[src/rtl/cpg_pkg.sv]
/*
  cpg_pkg: constants and carrier types for the codec gain register bank.
  Assumes a single 20 MHz core clock domain and one shared gain address.
*/
package cpg_pkg;

  localparam int CPG_CLK_HZ = 20_000_000;

  // address of the shared gain location on the register port
  localparam logic [3:0] CPG_GAIN_ADDR = 4'h5;

  // field positions inside the written byte
  localparam int CPG_SEL_MSB  = 7;
  localparam int CPG_SEL_LSB  = 6;
  localparam int CPG_CODE_MSB = 5;
  localparam int CPG_CODE_LSB = 0;

  // selector values in the top two bits
  localparam logic [1:0] CPG_SEL_ADC  = 2'h0;
  localparam logic [1:0] CPG_SEL_DAC  = 2'h1;
  localparam logic [1:0] CPG_SEL_SIDE = 2'h2;
  localparam logic [1:0] CPG_SEL_VER  = 2'h3;

  // gain code values
  localparam logic [5:0] CPG_GAIN_RST  = 6'h2A;
  localparam logic [5:0] CPG_CODE_MUTE = 6'h3F;
  localparam logic [5:0] CPG_CODE_0DB  = 6'h2A;

  localparam logic [7:0] CPG_RDATA_RST = 8'h00;

  typedef enum logic [1:0] {
    RS_ADC,
    RS_DAC,
    RS_SIDE,
    RS_VER
  } cpg_rd_state_t;

  typedef struct packed {
    logic       wr;
    logic       rd;
    logic [3:0] addr;
    logic [7:0] wdata;
  } cpg_req_t;

  typedef struct packed {
    logic              mute;
    logic signed [6:0] db;
  } cpg_gain_t;

  localparam cpg_gain_t CPG_GAIN_ST_RST = '{mute: 1'b0, db: 7'sh00};

endpackage : cpg_pkg

[src/rtl/cpg_gain_decode.sv]
/*
  cpg_gain_decode: turns a six-bit gain code into a mute flag and a gain
  in whole decibels. Purely combinational; the caller registers it.
*/
`timescale 1ns/1ps
module cpg_gain_decode
  import cpg_pkg::*;
(
  input  wire logic [5:0] code,
  output cpg_gain_t       gain
);

  always_comb begin
    gain.mute = (code == CPG_CODE_MUTE);
    // each code step is one decibel, code 0x2A is 0 dB
    gain.db   = $signed({1'b0, code}) - $signed({1'b0, CPG_CODE_0DB});
    if (gain.mute) begin
      gain.db = 7'sh00;
    end
  end

endmodule : cpg_gain_decode

[src/rtl/cpg_gain_regs.sv]
/*
  cpg_gain_regs: ADC and DAC gain subregisters behind one shared address,
  with the cycling read sequence and pass-through to the other two
  subregisters. Assumes a same-clock register master: one-cycle strobes,
  read data one cycle later, and sidetone/version data from local logic.
*/
`timescale 1ns/1ps
module cpg_gain_regs
  import cpg_pkg::*;
#(
  parameter int ADDR_W = 4
)(
  input  wire logic              core_clk,
  input  wire logic              rstn,
  input  wire logic [ADDR_W-1:0] reg_addr,
  input  wire logic [7:0]        reg_wdata,
  input  wire logic              reg_wr,
  input  wire logic              reg_rd,
  output logic      [7:0]        reg_rdata,
  input  wire logic [7:0]        side_rd_data,
  input  wire logic [7:0]        ver_rd_data,
  output logic                   side_wr,
  output logic                   ver_wr,
  output logic      [7:0]        other_wdata,
  output logic      [5:0]        adc_gain_code,
  output logic      [5:0]        dac_gain_code,
  output cpg_gain_t              adc_gain,
  output cpg_gain_t              dac_gain
);

  cpg_req_t      req;
  logic          hit;
  logic          wr_gain;
  logic          rd_gain;
  logic [1:0]    wsel;
  logic [5:0]    wcode;

  logic [5:0]    adc_code_r;
  logic [5:0]    adc_code_nxt;
  logic [5:0]    dac_code_r;
  logic [5:0]    dac_code_nxt;

  cpg_rd_state_t rd_st_r;
  cpg_rd_state_t rd_st_nxt;
  logic [7:0]    rdata_r;
  logic [7:0]    rdata_nxt;

  logic          side_wr_r;
  logic          side_wr_nxt;
  logic          ver_wr_r;
  logic          ver_wr_nxt;
  logic [7:0]    other_wdata_r;
  logic [7:0]    other_wdata_nxt;

  cpg_gain_t     adc_dec;
  cpg_gain_t     dac_dec;
  cpg_gain_t     adc_gain_r;
  cpg_gain_t     adc_gain_nxt;
  cpg_gain_t     dac_gain_r;
  cpg_gain_t     dac_gain_nxt;

  // bus request decode
  always_comb begin
    req.wr    = reg_wr;
    req.rd    = reg_rd;
    req.addr  = 4'(reg_addr);
    req.wdata = reg_wdata;
    hit       = (req.addr == CPG_GAIN_ADDR);
    wr_gain   = req.wr && hit;
    rd_gain   = req.rd && hit;
    wsel      = req.wdata[CPG_SEL_MSB:CPG_SEL_LSB];
    wcode     = req.wdata[CPG_CODE_MSB:CPG_CODE_LSB];
  end

  // gain code subregisters
  always_comb begin
    adc_code_nxt = adc_code_r;
    dac_code_nxt = dac_code_r;
    if (wr_gain) begin
      case (wsel)
        CPG_SEL_ADC: begin
          adc_code_nxt = wcode;
        end
        CPG_SEL_DAC: begin
          dac_code_nxt = wcode;
        end
        default: begin
          // other selectors are not ours to store
        end
      endcase
    end
  end

  always_ff @(posedge core_clk or negedge rstn) begin
    if (!rstn) begin
      adc_code_r <= CPG_GAIN_RST;
      dac_code_r <= CPG_GAIN_RST;
    end else begin
      adc_code_r <= adc_code_nxt;
      dac_code_r <= dac_code_nxt;
    end
  end

  // pass-through strobes to the sidetone and version subregisters
  always_comb begin
    side_wr_nxt     = wr_gain && (wsel == CPG_SEL_SIDE);
    ver_wr_nxt      = wr_gain && (wsel == CPG_SEL_VER);
    other_wdata_nxt = other_wdata_r;
    if (side_wr_nxt || ver_wr_nxt) begin
      other_wdata_nxt = req.wdata;
    end
  end

  always_ff @(posedge core_clk or negedge rstn) begin
    if (!rstn) begin
      side_wr_r     <= 1'b0;
      ver_wr_r      <= 1'b0;
      other_wdata_r <= CPG_RDATA_RST;
    end else begin
      side_wr_r     <= side_wr_nxt;
      ver_wr_r      <= ver_wr_nxt;
      other_wdata_r <= other_wdata_nxt;
    end
  end

  // read sequence; writes do not restart it, only reset does
  always_comb begin
    rd_st_nxt = rd_st_r;
    rdata_nxt = CPG_RDATA_RST;
    if (rd_gain) begin
      case (rd_st_r)
        RS_ADC: begin
          rdata_nxt = {CPG_SEL_ADC, adc_code_r};
          rd_st_nxt = RS_DAC;
        end
        RS_DAC: begin
          rdata_nxt = {CPG_SEL_DAC, dac_code_r};
          rd_st_nxt = RS_SIDE;
        end
        RS_SIDE: begin
          rdata_nxt = side_rd_data;
          rd_st_nxt = RS_VER;
        end
        RS_VER: begin
          rdata_nxt = ver_rd_data;
          rd_st_nxt = RS_ADC;
        end
        default: begin
          rd_st_nxt = RS_ADC;
        end
      endcase
    end
  end

  always_ff @(posedge core_clk or negedge rstn) begin
    if (!rstn) begin
      rd_st_r <= RS_ADC;
      rdata_r <= CPG_RDATA_RST;
    end else begin
      rd_st_r <= rd_st_nxt;
      rdata_r <= rdata_nxt;
    end
  end

  // code to mute / decibel mapping, registered for the analog controls
  cpg_gain_decode u_adc_dec (
    .code (adc_code_r),
    .gain (adc_dec)
  );

  cpg_gain_decode u_dac_dec (
    .code (dac_code_r),
    .gain (dac_dec)
  );

  always_comb begin
    adc_gain_nxt = adc_dec;
    dac_gain_nxt = dac_dec;
  end

  always_ff @(posedge core_clk or negedge rstn) begin
    if (!rstn) begin
      adc_gain_r <= CPG_GAIN_ST_RST;
      dac_gain_r <= CPG_GAIN_ST_RST;
    end else begin
      adc_gain_r <= adc_gain_nxt;
      dac_gain_r <= dac_gain_nxt;
    end
  end

  assign reg_rdata     = rdata_r;
  assign side_wr       = side_wr_r;
  assign ver_wr        = ver_wr_r;
  assign other_wdata   = other_wdata_r;
  assign adc_gain_code = adc_code_r;
  assign dac_gain_code = dac_code_r;
  assign adc_gain      = adc_gain_r;
  assign dac_gain      = dac_gain_r;
endmodule : cpg_gain_regs

[config.mk]
export PLATFORM = sky130hd
export DESIGN_NAME = cpg_gain_regs
export DESIGN_NICKNAME = d
export VERILOG_FILES = /design/src/rtl/cpg_pkg.sv /design/src/rtl/cpg_gain_decode.sv /design/src/rtl/cpg_gain_regs.sv
export SDC_FILE = /design/constraint.sdc
export NUM_CORES = 1
export LEC_CHECK = 0
export BUFFER_PORTS_ARGS = -buffer_cell sky130_fd_sc_hd__buf_2
export CAP_MARGIN = 20
export CELL_PAD_IN_SITES_DETAIL_PLACEMENT = 0
export CELL_PAD_IN_SITES_GLOBAL_PLACEMENT = 1
export CORE_UTILIZATION = 33
export CTS_CLUSTER_DIAMETER = 120
export DETAILED_ROUTE_END_ITERATION = 8
export PLACE_DENSITY = 0.83
export SLEW_MARGIN = 20
export SYNTH_ARGS = -nofsm -noshare
export SYNTH_HDL_FRONTEND = slang
export SYNTH_SLANG_ARGS = --single-unit
[constraint.sdc]
create_clock -name core_clk -period 1.45 [get_ports core_clk]
set_clock_uncertainty 0.05 [all_clocks]
set_input_delay 0.29 -clock core_clk [delete_from_list [all_inputs] [get_ports core_clk]]
set_output_delay 0.29 -clock core_clk [all_outputs]
set_load 0.005 [all_outputs]
# ---- Yosys cells after proc, flatten, opt, wreduce, memory -nomap -nowiden
# Index checks and enable logic that the tools add are counted.
dict set report classes {
  addsub 2
  eq_ne 9
  n_mux 5
  n_reduce_logical 9
}
# cell n
set ops {}
lappend ops {{8-bit case mux with 4 select lines} 1}
lappend ops {{7-bit two-way mux} 2}
lappend ops {{6-bit by 6-bit subtractor with 7-bit output, second input constant} 2}
lappend ops {{6-bit == test, second input constant} 2}
lappend ops {{2-bit == test, second input constant} 4}
lappend ops {{8-bit two-way mux} 1}
lappend ops {{2-bit case mux with 4 select lines} 1}
lappend ops {{2-bit by 1-bit == test with 1-bit output, second input constant} 2}
lappend ops {{4-bit by 3-bit == test with 1-bit output, second input constant} 1}
lappend ops {{1-bit logical AND} 4}
lappend ops {{2-bit logical NOT} 2}
lappend ops {{2-bit AND reduction} 2}
lappend ops {{1-bit logical OR} 1}
dict set report totals {
  ff_bits 48
  inputBits 32
  output_inout_bits 46
}

# ---- Longest topological paths before layout
# Gate-level depths: netlist of the first run.
dict set report depth {
  depth_word 4
  ltp_mapped 6
}

# ---- Modules after synthesis
# Synthesis of the first run repeated with hierarchy kept, for this count alone.
dict set report hier_totals {
  cells_unflattened 154
  area_unflattened_um2 2020.7
}
# module instances cells_each area_per_inst_um2 seq_area_each_um2
set modules_own_cells {}
lappend modules_own_cells {cpg_gain_regs 1 118 1793.0 1208.7}
lappend modules_own_cells {cpg_gain_decode 2 18 113.9 0.0}

# ---- Least setup slack after synthesis of the first run
# Ideal clock, no wire load.
dict set report synth_path {
  path_type {input -> register}
  startpoint {input port reg_addr[3]}
  endpoint {register dac_code_r[0], in the netlist dac_gain_code[0]}
  arrival_ns 1.242
  required_ns 1.275
  setup_slack_ns 0.033
  path_stages 4
  path_buffers 1
  path_cell_list {and4bb_4 and4b_1 buf_4 mux2_2}
}
dict set report synth_via {
  elab_chain_len 3
}
# element line
set synth_lines {}
lappend synth_lines {{start, declared} cpg_gain_regs.sv:15} ;# input wire logic [ADDR_W-1:0] reg_addr,
lappend synth_lines {{4-bit by 3-bit == test with 1-bit output} cpg_gain_regs.sv:68} ;# hit = (req.addr == CPG_GAIN_ADDR);
lappend synth_lines {{1-bit logical AND} cpg_gain_regs.sv:69} ;# wr_gain = req.wr && hit;
lappend synth_lines {{2-bit AND reduction (no line)} n/a}
lappend synth_lines {{end signal, assigned} cpg_gain_regs.sv:100} ;# dac_code_r <= dac_code_nxt;
lappend synth_lines {{end, declared} cpg_gain_regs.sv:40} ;# logic [5:0] dac_code_r;
# Every way passes these cells.
# A chain may end at the register's enable or synchronous reset.

# ---- Worst setup path after layout of the first run
dict set report layout_path {
  startpoint {register rd_st_r[1]}
  endpoint {register rdata_r[2], in the netlist reg_rdata[2]}
}
dict set report layout_via {
  elab_chain_len 3
  word_cells_on_any_way 6
  cone_classes {eq/ne: 3; mux: 2; reduce/logical: 1}
}
# element line
set layout_lines {}
lappend layout_lines {{start, declared} cpg_gain_regs.sv:43} ;# cpg_rd_state_t rd_st_r;
lappend layout_lines {{start signal, assigned} cpg_gain_regs.sv:160} ;# rd_st_r <= rd_st_nxt;
lappend layout_lines {{2-bit == test (tied with other cells)} cpg_gain_regs.sv:131} ;# case (rd_st_r)
lappend layout_lines {{8-bit case mux with 4 select lines *} cpg_gain_regs.sv:131}
lappend layout_lines {{8-bit two-way mux *} cpg_gain_regs.sv:130} ;# if (rd_gain) begin
lappend layout_lines {{via rdata_nxt[2]} cpg_gain_regs.sv:46} ;# logic [7:0] rdata_nxt;
lappend layout_lines {{end signal, assigned} cpg_gain_regs.sv:161} ;# rdata_r <= rdata_nxt;
lappend layout_lines {{end, declared} cpg_gain_regs.sv:45} ;# logic [7:0] rdata_r;
# Mark *: on every way through the listed nets, which the timed path passes. The rest lies on a longest branch.

==> flow_summary.json, run 1 <==
{
  "cts_tree": "done",
  "drtAntennaViolNets": 0,
  "met2_length_um": 2200,
  "startpoint_type": "flop",
  "hold_path.class": "in -> reg",
  "cts.sink_count": 48,
  "final_common_cell": "buf_2",
  "slew_headroom_pct": 75.3,
  "syn-instance-count": 152,
  "grt_max_degree": 23,
  "wl_met3_um": 346,
  "hpwlAfterDp_um": 3470,
  "finalCritPeriodShare_pct": 98.1,
  "mostFrequentLayoutCells": "buf_2, dfrtp_1, mux2_2, buf_4, nor2b_1",
  "wire_per_inst_um": 14.7,
  "fin_total_pwr_uw": 3660,
  "ir_worst_vdd_mv": 0.590,
  "ys_seq_area_share_pct": 60.6,
  "vias": 1534,
  "fin_util_pct": 47.6,
  "fp.coreArea_um2": 5680,
  "synth_nets": 190,
  "startpoint": "rd_st_r[1]",
  "dp_slack_ns": -0.166,
  "cp.required_ns": 1.58,
  "htreeDepth": 2,
  "start_util_pct": 35.2,
  "hp-start": "reg_wdata[6]",
  "synth_edf_count": 0,
  "leakage_uw": 0.00136,
  "nets": 285,
  "cp_data_arrival_time_ns": 1.55,
  "place_inst": 309,
  "antenna_found_initial": 0,
  "dr.pass1.iters": 4,
  "drive_above_1_share_pct": 52.8,
  "m1WireLength_um": 2110,
  "finalWeightedCongestion": 0.786,
  "hold_viol": 0,
  "tightest_slew_ns": 0.370,
  "die_w_um": 79.8,
  "ys_ff_latch": 48,
  "rows": 27,
  "die_h_um": 79.8,
  "crit_path_max_fanout": 5,
  "fin_cells": 320,
  "io_buffers": 77,
  "clk_pin_slew_ns": 0.08,
  "first_global_vias": 1477,
  "clkLatencyLatePin_ns": 0.30,
  "rsz0062_at_grt": "yes",
  "path_class": "reg -> reg",
  "root_buffer": "clkbuf_8",
  "synthArstFlopShare_pct": 100,
  "period_needed_ns": 1.42,
  "syn_area_um2": 2000,
  "dieArea_um2": 6360,
  "diodes": 0,
  "grt_util_all_layers_pct": 15.6,
  "drc": 0,
  "grt_pass1_wl_um": 7340,
  "status": "complete, no violations",
  "yosys_warnings": 0,
  "slew_violations": 0,
  "fin_ws_ns": 0.0275,
  "routed.top_layer": "met4",
  "cts_max_path_buffers": 2,
  "synth.distinct_cells": 31,
  "io-pin-count": 78,
  "fmax_ghz": 0.703,
  "grt_overflow": 0,
  "drv_cap": 0,
  "vias_per_cell": 4.79,
  "cts_inserted_buffers": 5,
  "setup_violations": 0,
  "wl_um": 4710,
  "areaGrowthSynthToFinish_pct": 35.2,
  "fin_tns_setup_ns": 0,
  "nFillCells": 566,
  "dr.first_iter.drc_count": 60,
  "avgSynthCellArea_um2": 13.1,
  "synthFlopType": "dfrtp_1",
  "pwr_density_cell_nw_per_um2": 1360,
  "rr_startpoint": "rd_st_r[1]",
  "end_kind": "flop"
}
-- flip-flops by register name (all words and copies together), names as in the netlist --
signal         count
adc_gain           8
dac_gain           8
other_wdata        8
reg_rdata          8
adc_gain_code      6
dac_gain_code      6
rd_st_r            2
side_wr            1
ver_wr             1
-- area by class of cell --
type	count	area, um^2	share of cell area (%)
clock inverters	1	5.00	0.185
multi-input cells	89	747	27.7
clock buffers	7	76.3	2.83
repair buffers	93	534	19.8
flip-flops and latches	48	1210	44.8
well taps	72	90.1	3.34
inverters	10	37.5	1.39
-- logic make-up after synthesis --
| logic type | Yosys count | synth area share, % |
|---|---|---|
| buffers and inverters | 15 | 3.39 |
| flip-flops | 48 | 60.6 |
| XOR/XNOR | 6 | 2.63 |
| multiplexers | 21 | 11.8 |
| adder cells (fa/ha/maj) | 6 | 3.76 |
| AND/OR/NAND/NOR | 37 | 10.9 |
| AO/OA/AOI/OAI | 19 | 6.96 |
-- cell usage after synthesis, drive strengths merged (4+ instances only) --
cell / n / share of area (%)
a211oi: 5 / 1.9
a21oi: 4 / 1.0
a222oi: 4 / 2.0
dfrtp: 42 / 53
dfstp: 6 / 7.9
ha: 6 / 3.8
inv: 10 / 1.9
mux2: 20 / 11
nor2: 8 / 1.5
nor2b: 11 / 3.4
nor3: 5 / 1.5
xnor2: 4 / 1.8
-- metrics by stage --
step                      hold WS [ns]  area [um^2]
after floorplan                -0.0556         2000
after global routing             0.139         2700
after global placement           0.170         2550
after detailed placement         0.173         2550
final                            0.151         2700
after CTS                        0.131         2670
-- timing repair --
| action | CTS | global route |
|---|---|---|
| pin swaps | 0 | 2 |
| endpoints found under the hold margin | 13 | 0 |
| setup buffers | 1 | 1 |
| hold buffers | 1 | 0 |
| endpoints found under the setup margin | 4 | 8 |
| resized for setup | 3 | 5 |
-- worst paths after layout --
check / slack, ns / cells after the start / endpoint
max in group asynchronous: 0.44 / 3 / dac_gain[2]
max: 0.03 / 5 / reg_rdata[2]
max reg2reg: 0.03 / 5 / reg_rdata[2]
min in group asynchronous: 0.38 / 2 / reg_rdata[7]
min reg2reg: 0.42 / 1 / other_wdata[7]
min: 0.15 / 2 / side_wr
-- critical path: stages (launching register included) --
cell	delay, ns
dfrtp_1	0.41
inv_1	0.12
ha_4	0.20
a222oi_1	0.31
nor2b_1	0.17
a211oi_1	0.05
-- power breakdown --
group	leakage [uW]	internal [uW]	switching [uW]
clock	0.0000422	339	415
sequential	0.000589	1560	144
combinational	0.000732	645	559
total	0.00136	2540	1120
-- per-layer routing --
| metal | up-vias | GRT usage (%) |
|---|---|---|
| li1 | 722 | - |
| met1 | 741 | 20.9 |
| met2 | 66 | 23.8 |
| met3 | 5 | 3.89 |
| met4 | 0 | 6.61 |
| met5 | - | 0 |
No activity file was read; power rests on OpenSTA's default activity.
==> run 2, diff against run 1 <==
CORE_ASPECT_RATIO = 1.5   (was unset)
==> run 2 against run 1 <==
  * The flow now finishes with violations (negative setup slack)
  * Global-route usage down 0.11 points
  * Clock-buffer cell count down 2
  * Routed wire length down 0.59%
  * Flip-flop and latch count unchanged
  * Critical endpoint is now reg_rdata[1]
  * Highest routed layer unchanged
==> flow_summary.json, run 2 (synthesis results as in run 1) <==
{
  "start_util_pct": 34.2,
  "die_h_um": 97.2,
  "mostFrequentLayoutCells": "buf_2, dfrtp_1, mux2_2, buf_4, nor2b_1",
  "wl_met3_um": 175,
  "cts_tree": "done",
  "met2_length_um": 2610,
  "die_w_um": 65.5,
  "dp_slack_ns": -0.145,
  "path_cells": "ha_4 -> a222oi_1 -> nor2b_1 -> a211oi_1",
  "cp.required_ns": 1.59,
  "wire_per_inst_um": 14.4,
  "slew_headroom_pct": 74.1,
  "setup_violations": 1,
  "finalCritPeriodShare_pct": 102,
  "hold_viol": 0,
  "dieArea_um2": 6370,
  "tightest_slew_ns": 0.388,
  "vias": 1534,
  "fp.coreArea_um2": 5830,
  "clkLatencyLatePin_ns": 0.30,
  "cp_data_arrival_time_ns": 1.62,
  "vias_per_cell": 4.72,
  "worstRegToRegCells": 4,
  "routed.top_layer": "met4",
  "io-pin-count": 78,
  "min_path_cells": 2,
  "cp_top_family": "compound AO/OA/AOI/OAI gates",
  "grt_pass1_wl_um": 7310,
  "r2r_slack_ns": -0.03,
  "first_global_vias": 1526,
  "cts_inserted_buffers": 5,
  "crit_path_max_fanout": 6,
  "rsz0062_at_grt": "yes",
  "hpwlAfterDp_um": 3570,
  "pwr_density_cell_nw_per_um2": 1450,
  "end_kind": "flop",
  "htreeDepth": 2,
  "drc": 0,
  "clk_pin_slew_ns": 0.09,
  "cpPeakStageDelay_ns": 0.46,
  "min_to": "side_wr",
  "status": "complete, but fails checks",
  "finalWeightedCongestion": 0.845,
  "wl_um": 4690,
  "reg2reg_to": "reg_rdata[1]",
  "period_needed_ns": 1.48,
  "nets": 290,
  "io_buffers": 77,
  "hold_path.class": "in -> reg",
  "path_class": "reg -> reg",
  "ir_worst_vdd_mv": 0.732,
  "startpoint_type": "flop",
  "cts.sink_count": 48,
  "violations": "negative setup slack",
  "drv_cap": 0,
  "slowest_stage": "dfrtp_2",
  "grt_max_degree": 49,
  "fin_util_pct": 47.9,
  "crit_buf_inv": 0,
  "grt_util_all_layers_pct": 15.5,
  "nFillCells": 535,
  "antenna_found_initial": 0,
  "rr_startpoint": "rd_st_r[0]",
  "drtAntennaViolNets": 0,
  "dr.first_iter.drc_count": 43,
  "fin_ws_ns": -0.0302,
  "slew_violations": 0,
  "areaGrowthSynthToFinish_pct": 39.9,
  "diodes": 0,
  "final_common_cell": "buf_2",
  "m1WireLength_um": 1690,
  "grt_overflow": 0,
  "leakage_uw": 0.00142,
  "dr.pass1.iters": 5,
  "root_buffer": "clkbuf_8",
  "fmax_ghz": 0.676,
  "cts_max_path_buffers": 2,
  "drive_above_1_share_pct": 57.3,
  "rows": 34,
  "hp-start": "reg_wdata[6]"
}
-- run 2: worst max path at each step --
stage / from / endpoint / slack [ns] / cells past startpoint
global route: rd_st_r[1] / reg_rdata[1] / -0.1 / 5
floorplan: reg_addr[3] / dac_gain_code[0] / 0.03 / 4
global placement: reg_addr[3] / adc_gain_code[4] / -0.12 / 5
CTS: rd_st_r[1] / reg_rdata[1] / -0.02 / 5
detailed placement: reg_addr[3] / adc_gain_code[0] / -0.15 / 5
finish: rd_st_r[0] / reg_rdata[1] / -0.03 / 4
-- run 2: what timing repair did --
item                                    4_1_cts  5_1_grt
setup buffers                                 2        0
hold buffers                                  1        0
gates resized for setup                       8        7
endpoints found under the hold margin        42        0
pin swaps                                     3        4
endpoints found under the setup margin        6        9
-- run 2: final cells by class --
| class | count | area, um^2 | share of cell area (%) |
|---|---|---|---|
| repair buffers | 98 | 562 | 20.1 |
| inverters | 10 | 37.5 | 1.34 |
| clock inverters | 3 | 47.5 | 1.70 |
| clock buffers | 5 | 68.8 | 2.47 |
| flip-flops and latches | 48 | 1210 | 43.4 |
| well taps | 72 | 90.1 | 3.23 |
| multi-input cells | 89 | 774 | 27.7 |
-- run 2: report_power, final --
group          total (uW)  internal (uW)  leakage [uW]  switching (uW)
clock                 974            519     0.0000583             455
sequential           1720           1560      0.000587             160
combinational        1340            750      0.000771             592
total                4040           2830       0.00142            1210
-- run 2: metrics by stage --
stage	instances	instance area [um^2]	power, uW	hold WS, ns	setup TNS, ns
2_1_floorplan	152	2000	2300	-0.0556	0
3_3_place_gp	315	2600	2900	0.237	-1.90
3_5_place_dp	315	2600	2920	0.248	-2.37
4_1_cts	325	2760	3990	0.125	-0.0277
5_1_grt	325	2790	4270	0.130	-0.243
6_report	325	2790	4040	0.137	-0.0302
-- run 2: metal layers --
metal	vias up	track usage, %
li1	727	-
met1	747	16.6
met2	46	27.4
met3	14	2.58
met4	0	9.20
met5	-	0
